`src/logic_cell_map.svh`:
```
// Constants for the logic cell and its carry and cascade chains.
// Assumes inclusion by bare name from the package and the cell files.
`ifndef LOGIC_CELL_MAP_SVH
`define LOGIC_CELL_MAP_SVH

// ----------------------------------------
// Cluster geometry
// ----------------------------------------
`define CELLS_PER_CLUSTER 10
`define CLUSTERS_PER_GROUP 4
`define CLUSTER_SKIP 2

// ----------------------------------------
// Table layout and reset values
// ----------------------------------------
`define LUT_WIDTH 16
`define HALF_LUT_WIDTH 8
`define LUT_RESET 16'h0000
`define REG_RESET 1'b0
`define MODE_RESET 2'h0

`endif

```
`src/logic_cell_pkg.sv`:
```
// Types used by the logic cell; its cluster array does not refer to them.
// Assumes logic_cell_map.svh is on the include path.
`include "logic_cell_map.svh"

package logic_cell_pkg;

  // ----------------------------------------
  // Operating modes
  // ----------------------------------------
  typedef enum logic [1:0] {
    MODE_NORMAL = 2'h0,
    MODE_ARITH = 2'h1,
    MODE_COUNTER = 2'h2,
    MODE_SPARE = 2'h3
  } cell_mode_t;

  // ----------------------------------------
  // Output source select
  // ----------------------------------------
  typedef enum logic {
    OUT_LUT = 1'b0,
    OUT_REG = 1'b1
  } out_sel_t;

endpackage : logic_cell_pkg

```
`src/logic_cell.sv`:
```
// One logic cell: table, register with cluster-wide controls, chains.
// Assumes its neighbours feed carry and cascade inputs in the same clock.
`include "logic_cell_map.svh"

module logic_cell (
  // Clock, cluster-wide controls and per-cell load data
  input wire logic clk,
  input wire logic srst,
  input wire logic cen,
  input wire logic ena,
  input wire logic aclr,
  input wire logic apre,
  input wire logic aload,
  input wire logic sclr,
  input wire logic sload,
  input wire logic load_data,
  // Configuration
  input wire logic [1:0] mode,
  input wire logic [`LUT_WIDTH-1:0] lut_cfg,
  input wire logic sel_a,
  input wire logic sel_b,
  input wire logic casc_en,
  // Data inputs
  input wire logic [3:0] data,
  input wire logic carry_in,
  input wire logic casc_in,
  // Results
  output logic out_a,
  output logic out_b,
  output logic carry_out,
  output logic casc_out,
  output logic lut_out,
  output logic reg_out
);

  // ----------------------------------------
  // Table evaluation
  // ----------------------------------------
  function automatic logic half_lut(input logic [`HALF_LUT_WIDTH-1:0] t,
                                    input logic [2:0] idx);
    half_lut = t[idx];
  endfunction : half_lut

  logic reg_q;
  logic reg_d;
  logic [1:0] ops;
  logic sum_bit;
  logic carry_bit;
  logic table_bit;

  always_comb begin
    // Feedback replaces data[1] in counter mode
    ops = (logic_cell_pkg::cell_mode_t'(mode) == logic_cell_pkg::MODE_COUNTER) ?
          {reg_q, data[0]} : {data[1], data[0]};
    sum_bit = half_lut(lut_cfg[`HALF_LUT_WIDTH-1:0], {carry_in, ops});
    carry_bit = half_lut(lut_cfg[`LUT_WIDTH-1:`HALF_LUT_WIDTH],
                         {carry_in, ops});
    table_bit = lut_cfg[data];
    case (logic_cell_pkg::cell_mode_t'(mode))
      logic_cell_pkg::MODE_NORMAL: begin
        lut_out = casc_en ? (table_bit & casc_in) : table_bit;
        carry_out = 1'b0;
      end
      logic_cell_pkg::MODE_ARITH: begin
        lut_out = sum_bit;
        carry_out = carry_bit;
      end
      logic_cell_pkg::MODE_COUNTER: begin
        lut_out = sum_bit;
        carry_out = carry_bit;
      end
      default: begin
        lut_out = table_bit;
        carry_out = 1'b0;
      end
    endcase
    casc_out = lut_out;
  end

  // ----------------------------------------
  // Register
  // ----------------------------------------
  // Asynchronous controls are sampled per clock here: the cell has one clock
  // and a synchronous reset, so "immediate" means next edge, gated by cen only.
  always_comb begin
    reg_d = reg_q;
    if (aclr) begin
      reg_d = 1'b0;
    end else if (apre) begin
      reg_d = 1'b1;
    end else if (aload) begin
      reg_d = load_data;
    end else if (ena) begin
      if (sclr) begin
        reg_d = 1'b0;
      end else if (sload) begin
        reg_d = load_data;
      end else begin
        reg_d = lut_out;
      end
    end
  end

  always_ff @(posedge clk) begin
    if (srst) begin
      reg_q <= `REG_RESET;
    end else if (cen) begin
      reg_q <= reg_d;
    end
  end

  // ----------------------------------------
  // Output selection
  // ----------------------------------------
  always_comb begin
    reg_out = reg_q;
    out_a = (sel_a == logic_cell_pkg::OUT_REG) ? reg_q : lut_out;
    out_b = (sel_b == logic_cell_pkg::OUT_REG) ? reg_q : lut_out;
  end

endmodule : logic_cell

```
`src/cell_cluster_group.sv`:
```
// One cluster group of cells with dedicated carry and cascade chains.
// Assumes configuration ports are static from the routing fabric.
`include "logic_cell_map.svh"

module cell_cluster_group (
  // Clock and reset
  input wire logic SYS_CLK,
  input wire logic SRST,
  input wire logic CEN,
  // Cluster-wide register controls, one set per cluster
  input wire logic [`CLUSTERS_PER_GROUP-1:0] ENA,
  input wire logic [`CLUSTERS_PER_GROUP-1:0] ACLR,
  input wire logic [`CLUSTERS_PER_GROUP-1:0] APRE,
  input wire logic [`CLUSTERS_PER_GROUP-1:0] ALOAD,
  input wire logic [`CLUSTERS_PER_GROUP-1:0] SCLR,
  input wire logic [`CLUSTERS_PER_GROUP-1:0] SLOAD,
  // Per-cell configuration
  input wire logic [`CLUSTERS_PER_GROUP*`CELLS_PER_CLUSTER*2-1:0] MODE,
  input wire logic [`CLUSTERS_PER_GROUP*`CELLS_PER_CLUSTER*`LUT_WIDTH-1:0] LUT_CFG,
  input wire logic [`CLUSTERS_PER_GROUP*`CELLS_PER_CLUSTER-1:0] SEL_A,
  input wire logic [`CLUSTERS_PER_GROUP*`CELLS_PER_CLUSTER-1:0] SEL_B,
  input wire logic [`CLUSTERS_PER_GROUP*`CELLS_PER_CLUSTER-1:0] CASC_EN,
  // Per-cell data from local routing
  input wire logic [`CLUSTERS_PER_GROUP*`CELLS_PER_CLUSTER*4-1:0] DATA,
  input wire logic [`CLUSTERS_PER_GROUP*`CELLS_PER_CLUSTER-1:0] LOAD_DATA,
  // Chain entries of the even and odd strands
  input wire logic [1:0] CARRY_IN,
  input wire logic [1:0] CASC_IN,
  // Cell outputs to global routing
  output logic [`CLUSTERS_PER_GROUP*`CELLS_PER_CLUSTER-1:0] OUT_A,
  output logic [`CLUSTERS_PER_GROUP*`CELLS_PER_CLUSTER-1:0] OUT_B,
  output logic [1:0] CARRY_OUT,
  output logic [1:0] CASC_OUT
);

  localparam int NCL = `CLUSTERS_PER_GROUP;
  localparam int NCE = `CELLS_PER_CLUSTER;
  localparam int NC = NCL * NCE;

  // ----------------------------------------
  // Chain wiring
  // ----------------------------------------
  // Chain source of a cell: previous cell, or last cell two clusters back.
  // The hop skips the alternate cluster so two strands can fit side by side.
  function automatic int prev_cell(input int k);
    int cl;
    int ce;
    cl = k / NCE;
    ce = k % NCE;
    if (ce != 0) begin
      prev_cell = k - 1;
    end else if (cl >= `CLUSTER_SKIP) begin
      prev_cell = (cl - `CLUSTER_SKIP) * NCE + NCE - 1;
    end else begin
      prev_cell = -1;
    end
  endfunction : prev_cell

  logic [NC-1:0] cin;
  logic [NC-1:0] cout;
  logic [NC-1:0] kin;
  logic [NC-1:0] kout;

  genvar g;
  generate
    for (g = 0; g < NC; g++) begin : g_cell
      localparam int P = prev_cell(g);
      if (P >= 0) begin : g_link
        assign cin[g] = cout[P];
        assign kin[g] = kout[P];
      end else begin : g_head
        assign cin[g] = CARRY_IN[(g / NCE) % 2];
        assign kin[g] = CASC_IN[(g / NCE) % 2];
      end
      logic_cell u_cell (
        .clk(SYS_CLK),
        .srst(SRST),
        .cen(CEN),
        .ena(ENA[g / NCE]),
        .aclr(ACLR[g / NCE]),
        .apre(APRE[g / NCE]),
        .aload(ALOAD[g / NCE]),
        .sclr(SCLR[g / NCE]),
        .sload(SLOAD[g / NCE]),
        .load_data(LOAD_DATA[g]),
        .mode(MODE[2*g +: 2]),
        .lut_cfg(LUT_CFG[`LUT_WIDTH*g +: `LUT_WIDTH]),
        .sel_a(SEL_A[g]),
        .sel_b(SEL_B[g]),
        .casc_en(CASC_EN[g]),
        .data(DATA[4*g +: 4]),
        .carry_in(cin[g]),
        .casc_in(kin[g]),
        .out_a(OUT_A[g]),
        .out_b(OUT_B[g]),
        .carry_out(cout[g]),
        .casc_out(kout[g]),
        .lut_out(),
        .reg_out()
      );
    end
  endgenerate

  // ----------------------------------------
  // Strand exits
  // ----------------------------------------
  // The final carry reaches routing only through a cell output; the
  // strand exits below are for chaining to the next group.
  always_comb begin
    CARRY_OUT[0] = cout[(NCL - 2) * NCE + NCE - 1];
    CARRY_OUT[1] = cout[(NCL - 1) * NCE + NCE - 1];
    CASC_OUT[0] = kout[(NCL - 2) * NCE + NCE - 1];
    CASC_OUT[1] = kout[(NCL - 1) * NCE + NCE - 1];
  end

endmodule : cell_cluster_group

```
`config.mk`:
```
export PLATFORM = sky130hd
export DESIGN_NAME = cell_cluster_group
export DESIGN_NICKNAME = d
export VERILOG_FILES = /design/src/logic_cell_pkg.sv /design/src/logic_cell.sv /design/src/cell_cluster_group.sv
export VERILOG_INCLUDE_DIRS = /design/src /design/src/src
export SDC_FILE = /design/constraint.sdc
export NUM_CORES = 1
export LEC_CHECK = 0
export BUFFER_PORTS_ARGS = -buffer_cell sky130_fd_sc_hd__buf_2
export CAP_MARGIN = 40
export CORE_AREA = 5 5 442 444
export DETAILED_ROUTE_END_ITERATION = 7
export DIE_AREA = 0 0 447 449
export GPL_TIMING_DRIVEN = 0
export HOLD_SLACK_MARGIN = 0.1
export PLACE_DENSITY = 0.3
export SLEW_MARGIN = 20
export SYNTH_ARGS = -nofsm -noshare
export SYNTH_HDL_FRONTEND = slang
export SYNTH_SLANG_ARGS = --single-unit
export TNS_END_PERCENT = 50
```
`constraint.sdc`:
```
create_clock -name SYS_CLK -period 18.9 [get_ports SYS_CLK]
set_input_delay 2.835 -clock SYS_CLK [delete_from_list [all_inputs] [get_ports SYS_CLK]]
set_output_delay 2.835 -clock SYS_CLK [all_outputs]
set_load 0.05 [all_outputs]
```
* After elaboration in Yosys (flattened, before gate mapping)
Cells that the tools add are included.
** Storage, ports and cells
- Word-level logic and storage cells :: 1048
- Output and inout port bits :: 84
- Register bits :: 40
- Input port bits :: 1071
** Operators by class
- Equality and inequality tests :: 80
- Bitwise operators :: 40
- Mux-type cells :: 720
- Magnitude comparators :: 80
- Reductions and logical operators :: 88
** Operators by type and width (count)
- $mux 1 :: 520
- $bmux 1 s3 :: 80
- $lt 4x5->1 const B :: 40
- $bmux 1 s4 :: 40
- $lt 3x4->1 const B :: 40
- $eq 2x1->1 const B :: 40
- $eq 2x2->1 const B :: 40
- $logic_not 2->1 :: 40
- $mux 2 :: 40
- $pmux 1 s2 :: 40
- $reduce_or 2->1 :: 40
- $and 1x1->1 :: 40
- $reduce_bool 4->1 :: 4
- $reduce_and 2->1 :: 4

* Depth between registers and ports, before layout
- Depth after elaboration :: 68
- Mapped depth :: 22
- Depth with buffers taken out :: 20

* Hierarchy
Synthesis repeated with hierarchy kept, for this count alone.
** Unflattened totals
- Cells, all modules :: 2240
- Area, all modules :: 20970.1 sq um
** Modules (own cells, without submodules)
- logic_cell :: sequential area each 20.0 sq um, area each 524.3 sq um, cells each 56, instances 40

* Worst setup path after synthesis
No wires, ideal clock.
- Path kind :: input to output
- Start :: input port MODE[22]
- End :: output port OUT_A[39]
- Data required time :: 16.065 ns
- Data arrival time :: 8.232 ns
- Slack :: 7.833 ns
- Stages on the path :: 21
- Buffers on the path :: 1
- Cells stage by stage :: inv_1 -> ha_1 -> mux2i_2 -> mux2_2 -> o211ai_1 -> a21oi_1 -> or4b_2 -> a31o_1 -> a21o_1 -> a221o_1 -> and4b_1 -> mux2i_1 -> mux2i_1 -> mux2i_1 -> mux2i_1 -> mux2i_1 -> mux2i_1 -> mux2i_1 -> a21oi_1 -> mux2i_1 -> buf_4
** Between the ends
- Longest elaborated chain between the ends :: 60
- Elaborated cells between the ends (all ways) :: 153
- Those cells by class :: 2 x eq/ne; 131 x mux; 18 x bitwise; 2 x reduce/logical
** RTL lines
- start, declared :: RTL line cell_cluster_group.sv:18 : input wire logic [`CLUSTERS_PER_GROUP*`CELLS_PER_CLUSTER*2-1:0] MODE,
- $eq 2x2->1 :: RTL line logic_cell.sv:53, logic_cell.sv:59
- $mux 2 :: RTL line logic_cell.sv:53 : ops = (logic_cell_pkg::cell_mode_t'(mode) == logic_cell_pkg::MODE_COUNTER) ?
- $bmux 1 s3 :: RTL line logic_cell.sv:41 : half_lut = t[idx];
- $mux 1 (not written as such) :: RTL line logic_cell.sv:41
- $mux 1 / $pmux 1 s2 (equally long branches) :: RTL line logic_cell.sv:59 : case (logic_cell_pkg::cell_mode_t'(mode))
- $bmux 1 s3 / $and 1x1->1 (equally long branches) :: RTL line logic_cell.sv:41, logic_cell.sv:61
- $mux 1, on equally long branches :: RTL line logic_cell.sv:41, logic_cell.sv:61
- $mux 1 / $pmux 1 s2 (equally long branches) :: RTL line logic_cell.sv:59
- [... 44 more ...]
- $mux 1 / $pmux 1 s2 (equally long branches) :: RTL line logic_cell.sv:59
- $bmux 1 s3 / $and 1x1->1 (equally long branches) :: RTL line logic_cell.sv:41, logic_cell.sv:61
- $mux 1, on equally long branches :: RTL line logic_cell.sv:41, logic_cell.sv:61
- $mux 1 / $pmux 1 s2 (equally long branches) :: RTL line logic_cell.sv:59
- $bmux 1 s3 / $and 1x1->1 (equally long branches) :: RTL line logic_cell.sv:41, logic_cell.sv:61
- $mux 1, on equally long branches :: RTL line logic_cell.sv:41, logic_cell.sv:61
- $pmux 1 s2 * :: RTL line logic_cell.sv:59
- $mux 1 * :: RTL line logic_cell.sv:117 : out_a = (sel_a == logic_cell_pkg::OUT_REG) ? reg_q : lut_out;
- end, declared :: RTL line cell_cluster_group.sv:30 : output logic [`CLUSTERS_PER_GROUP*`CELLS_PER_CLUSTER-1:0] OUT_A,
Every way passes the cells marked *; elsewhere a longest branch is shown, timed or not. The select of a mux whose other input is x is not followed.

* Worst setup path in the final report
- Start :: input port MODE[20]
- End :: output port OUT_A[39]
** Between the ends
- Longest elaborated chain between the ends :: 63
- Elaborated cells between the ends (all ways) :: 161
- Those cells by class :: 2 x eq/ne; 138 x mux; 19 x bitwise; 2 x reduce/logical
** RTL lines (RTL line)
- $eq 2x2->1 :: logic_cell.sv:53, logic_cell.sv:59
- $mux 2 :: logic_cell.sv:53
- $bmux 1 s3 :: logic_cell.sv:41
- $mux 1 (not written as such) :: logic_cell.sv:41
- $mux 1 / $pmux 1 s2 (equally long branches) :: logic_cell.sv:59
- $bmux 1 s3 / $and 1x1->1 (equally long branches) :: logic_cell.sv:41, logic_cell.sv:61
- $mux 1, on equally long branches :: logic_cell.sv:41, logic_cell.sv:61
- $mux 1 / $pmux 1 s2 (equally long branches) :: logic_cell.sv:59
- [... 47 more ...]
- $mux 1 / $pmux 1 s2 (equally long branches) :: logic_cell.sv:59
- $bmux 1 s3 / $and 1x1->1 (equally long branches) :: logic_cell.sv:41, logic_cell.sv:61
- $mux 1, on equally long branches :: logic_cell.sv:41, logic_cell.sv:61
- $mux 1 / $pmux 1 s2 (equally long branches) :: logic_cell.sv:59
- $bmux 1 s3 / $and 1x1->1 (equally long branches) :: logic_cell.sv:41, logic_cell.sv:61
- $mux 1, on equally long branches :: logic_cell.sv:41, logic_cell.sv:61
- $pmux 1 s2 * :: logic_cell.sv:59
- $mux 1 * :: logic_cell.sv:117
Marks and branches as above.

==> impl_results.rst <==
.. list-table::
   :header-rows: 1

   * - Metric
     - Value
   * - Fin crit period
     - 13.56 ns
   * - Setup Viol. Count Final
     - 0
   * - Synth top area share
     - 41.4%
   * - Via count of the routed design
     - 21700
   * - FF-to-FF path depth
     - 19
   * - Post-synthesis async set-or-reset flop share
     - 0%
   * - Top achievable clock speed
     - 0.0737 GHz
   * - Critical path class
     - in2out
   * - Endpoint required time on the critical path
     - 16.07 ns
   * - Remaining design rule violation count
     - 0
   * - Slew margin rel.
     - 37.6%
   * - Commonest cells after routing, fill and taps aside
     - 1126 x buf_2, 341 x mux4_2, 167 x inv_1
   * - Number of placed I/O pins
     - 1155
   * - Share of the clock period used by the worst path after layout
     - 71.8%
   * - Count of warnings emitted by yosys
     - 0
   * - Post-synth top area cell
     - mux4_2
   * - Cell count after synthesis
     - 1819
   * - Total power consumption of the routed design
     - 1.10 mW
   * - Outcome
     - finished, final reports clean
   * - Core Footprint
     - 0.191 mm2
   * - Sum of net half-perimeters after detailed placement
     - 137 mm
   * - Initial Utilization
     - 9.69%
   * - Fraction of layout cells with a size suffix above 1
     - 57.0%
   * - Critical path endpoint category
     - output port
   * - Layout Area Growth over Synthesis
     - 49.4%
   * - Die area
     - 0.201 mm2
   * - Port buffer count
     - 1111
   * - Dominant cells by area after synthesis
     - mux4_2 41%, ha_1 8.1%, mux2i_1 7.6%, dfxtp_1 4.3%, mux2_2 4.1%
   * - Min Hold Slack
     - 0.526 ns
   * - Leading cell type in the layout, fill and taps excluded
     - buf_2
   * - Post-CTS setup-driven buffer insertion count
     - 0
   * - Max FO, Critical Path
     - 8
   * - Pwr dens
     - 39.9 mW/mm2
   * - Number of enable-type register cells in the synthesized netlist
     - 0
   * - Type of element launching the critical path
     - primary input
   * - Root buffer cell
     - clkbuf_16
   * - Worst vdd ir
     - 0.0319 mV
   * - Net count of the finished layout
     - 4149
   * - Synth Cell Area
     - 0.0185 mm2
   * - Gr usage total
     - 13.9%
   * - CTS tree
     - done
   * - Worst reg2reg endpoint
     - g_cell[39].u_cell.reg_out
   * - Number of distinct library cells after synthesis
     - 89
   * - Startpoint of the most critical register-to-register path
     - g_cell[11].u_cell.reg_out
   * - Die height
     - 449 um
   * - Class of the tightest hold or removal check
     - reg2reg
   * - Number of buffers on the longest clock path
     - 2
   * - Pre-CTS setup slack
     - 4.97 ns
   * - Number of sinks driven by the clock tree
     - 40
   * - H-tree level count
     - 2
   * - First-pass GRT wire length
     - 193 mm
   * - Antenna violations before repair
     - 118
   * - Row cnt
     - 161
   * - RD Place Congestion
     - 0.921
   * - Hold EP
     - g_cell[34].u_cell.reg_out
   * - Number of max-slew violations in the final report
     - 0
   * - Post-detailed-routing wire length
     - 147 mm
   * - Sequential area share after synthesis
     - 4.32%
   * - Average size of a mapped cell
     - 10.2 um2
   * - Setup repair after global routing missed its margin
     - false
   * - Number of hold-slack violations in the final timing report
     - 0
   * - Flip-flop count of the largest register, all copies and words added
     - 40
   * - First drt pass iteration count
     - 5
   * - Slack of the worst reg-to-reg path
     - 11.66 ns
   * - Hold Crit Start
     - g_cell[34].u_cell.reg_out
   * - Transition at the pin with the smallest max-transition slack
     - 0.931 ns
   * - TritonCTS Buffers
     - 5
   * - Data arrival time of the critical path
     - 10.73 ns
   * - Clock Skews
     - 0.0183 ns
   * - Remaining number of nets flagged by the antenna check after routing
     - 0
   * - Setup WS post-layout
     - 5.34 ns
   * - Total of cells resized after clock tree synthesis
     - 0
   * - Most instantiated flip-flop cell in the synthesis netlist
     - dfxtp_1
   * - Max-cap violations
     - 0
   * - Die X-Extent
     - 447 um
   * - Number of synthesized register bits
     - 40
   * - Min-Delay Path Depth
     - 2
   * - GRT overflow
     - 0
   * - Via-to-Cell Ratio
     - 3.94
   * - Routed wirelength normalized by instance count
     - 26.7 um
   * - Pin count of the biggest net entering global routing
     - 14
   * - # hold bufs at CTS
     - 0
   * - Clock network latency to the later pin of the worst-skew pair
     - 0.34 ns
   * - Post-CTS clock slew at the launch and capture registers of the worst setup and hold paths
     - 0.08 ns
   * - Total negative setup slack
     - 0 ns
   * - Vias in the first global route
     - 22300
   * - Standby leakage power
     - 12.2 nW
   * - Post-Syn Nets
     - 3010
   * - Violation count after the first detailed-routing iteration
     - 1362
metrics by stage:
stage	cell area [um2]	cells	utilization, %
2_1_floorplan	18500	1819	-
3_3_place_gp	27300	5456	14.3
3_5_place_dp	27500	5474	14.4
4_1_cts	27600	5482	14.4
5_1_grt	27700	5499	14.5
6_report	27700	5509	14.5
routing by layer:
metal / wire length (um) / global-route usage (%) / vias to the layer above / share of wire, %
li1: - / - / 9541 / -
met1: 57300 / 16.3 / 10900 / 39
met2: 76500 / 25.7 / 1015 / 52
met3: 10400 / 3.36 / 213 / 7.1
met4: 2360 / 2.21 / 52 / 1.6
met5: 383 / 0 / - / 0.26
cells in the mapped netlist (all sizes together) (19+ instances only):
master	instances
mux4	341
inv	167
mux2i	143
nand2	135
ha	120
buf	98
nor2	93
mux2	75
o21ai	71
a21oi	66
a22oi	54
clkbuf	53
nor2b	44
dfxtp	40
nor3	20
o211ai	19
o21a	19
critical path, stage by stage:
cell,delay (ns)
buf_2,0.11
inv_1,0.07
ha_1,0.21
mux2i_4,0.35
mux4_2,0.36
a2bb2oi_2,0.29
a21boi_1,0.24
buf_4,0.21
nor4b_1,0.07
buf_2,0.15
nor3_1,0.68
o211ai_1,0.56
a221o_1,0.48
and4b_1,0.29
mux2i_1,0.31
mux2i_1,0.42
mux2i_1,0.41
mux2i_1,0.44
mux2i_1,0.37
mux2i_1,0.40
mux2i_1,0.53
a21oi_2,0.23
mux2i_1,0.22
buf_4,0.13
buf_2,0.30
how the worst max path moves through the flow:
stage | from | end | cells after the start
6_report | MODE[20] | OUT_A[39] | 25
4_1_cts | MODE[20] | OUT_A[39] | 24
2_1_floorplan | MODE[22] | OUT_A[39] | 21
3_5_place_dp | MODE[20] | OUT_A[39] | 24
5_1_grt | MODE[20] | OUT_A[39] | 25
3_3_place_gp | MODE[20] | OUT_A[39] | 23
cell families (layout without fill, tap and decap cells):
| logic type | count (synthesis) | after routing | synth area share [%] |
|---|---|---|---|
| adders and majority gates | 120 | 120 | 8.10 |
| and+or+nand+nor | 417 | 417 | 11.3 |
| buffers and inverters | 318 | 1458 | 8.32 |
| muxes | 559 | 559 | 54.0 |
| AOI/OAI and AO/OA | 365 | 365 | 14.0 |
| DFF | 40 | 40 | 4.32 |
| other | 0 | 24 | 0 |
report_power, final:
part	internal [mW]	total [mW]	switching (mW)	leakage, nW
Sequential	0.0889	0.0992	0.0103	0.328
Combinational	0.391	0.905	0.514	11.8
Clock	0.0491	0.0993	0.0502	0.0737
Total	0.529	1.10	0.574	12.2
cell type report:
cell class	instances	area, um2
fill	21900	163000
multi-input combinational	1461	16200
timing repair buffer	1132	5770
tap	2526	3160
buffer	151	918
sequential	40	801
inverter	167	627
clock buffer	5	125
antenna	24	60.1
clock inverter	3	18.8
Note: power is estimated with default switching activity, not from simulation.
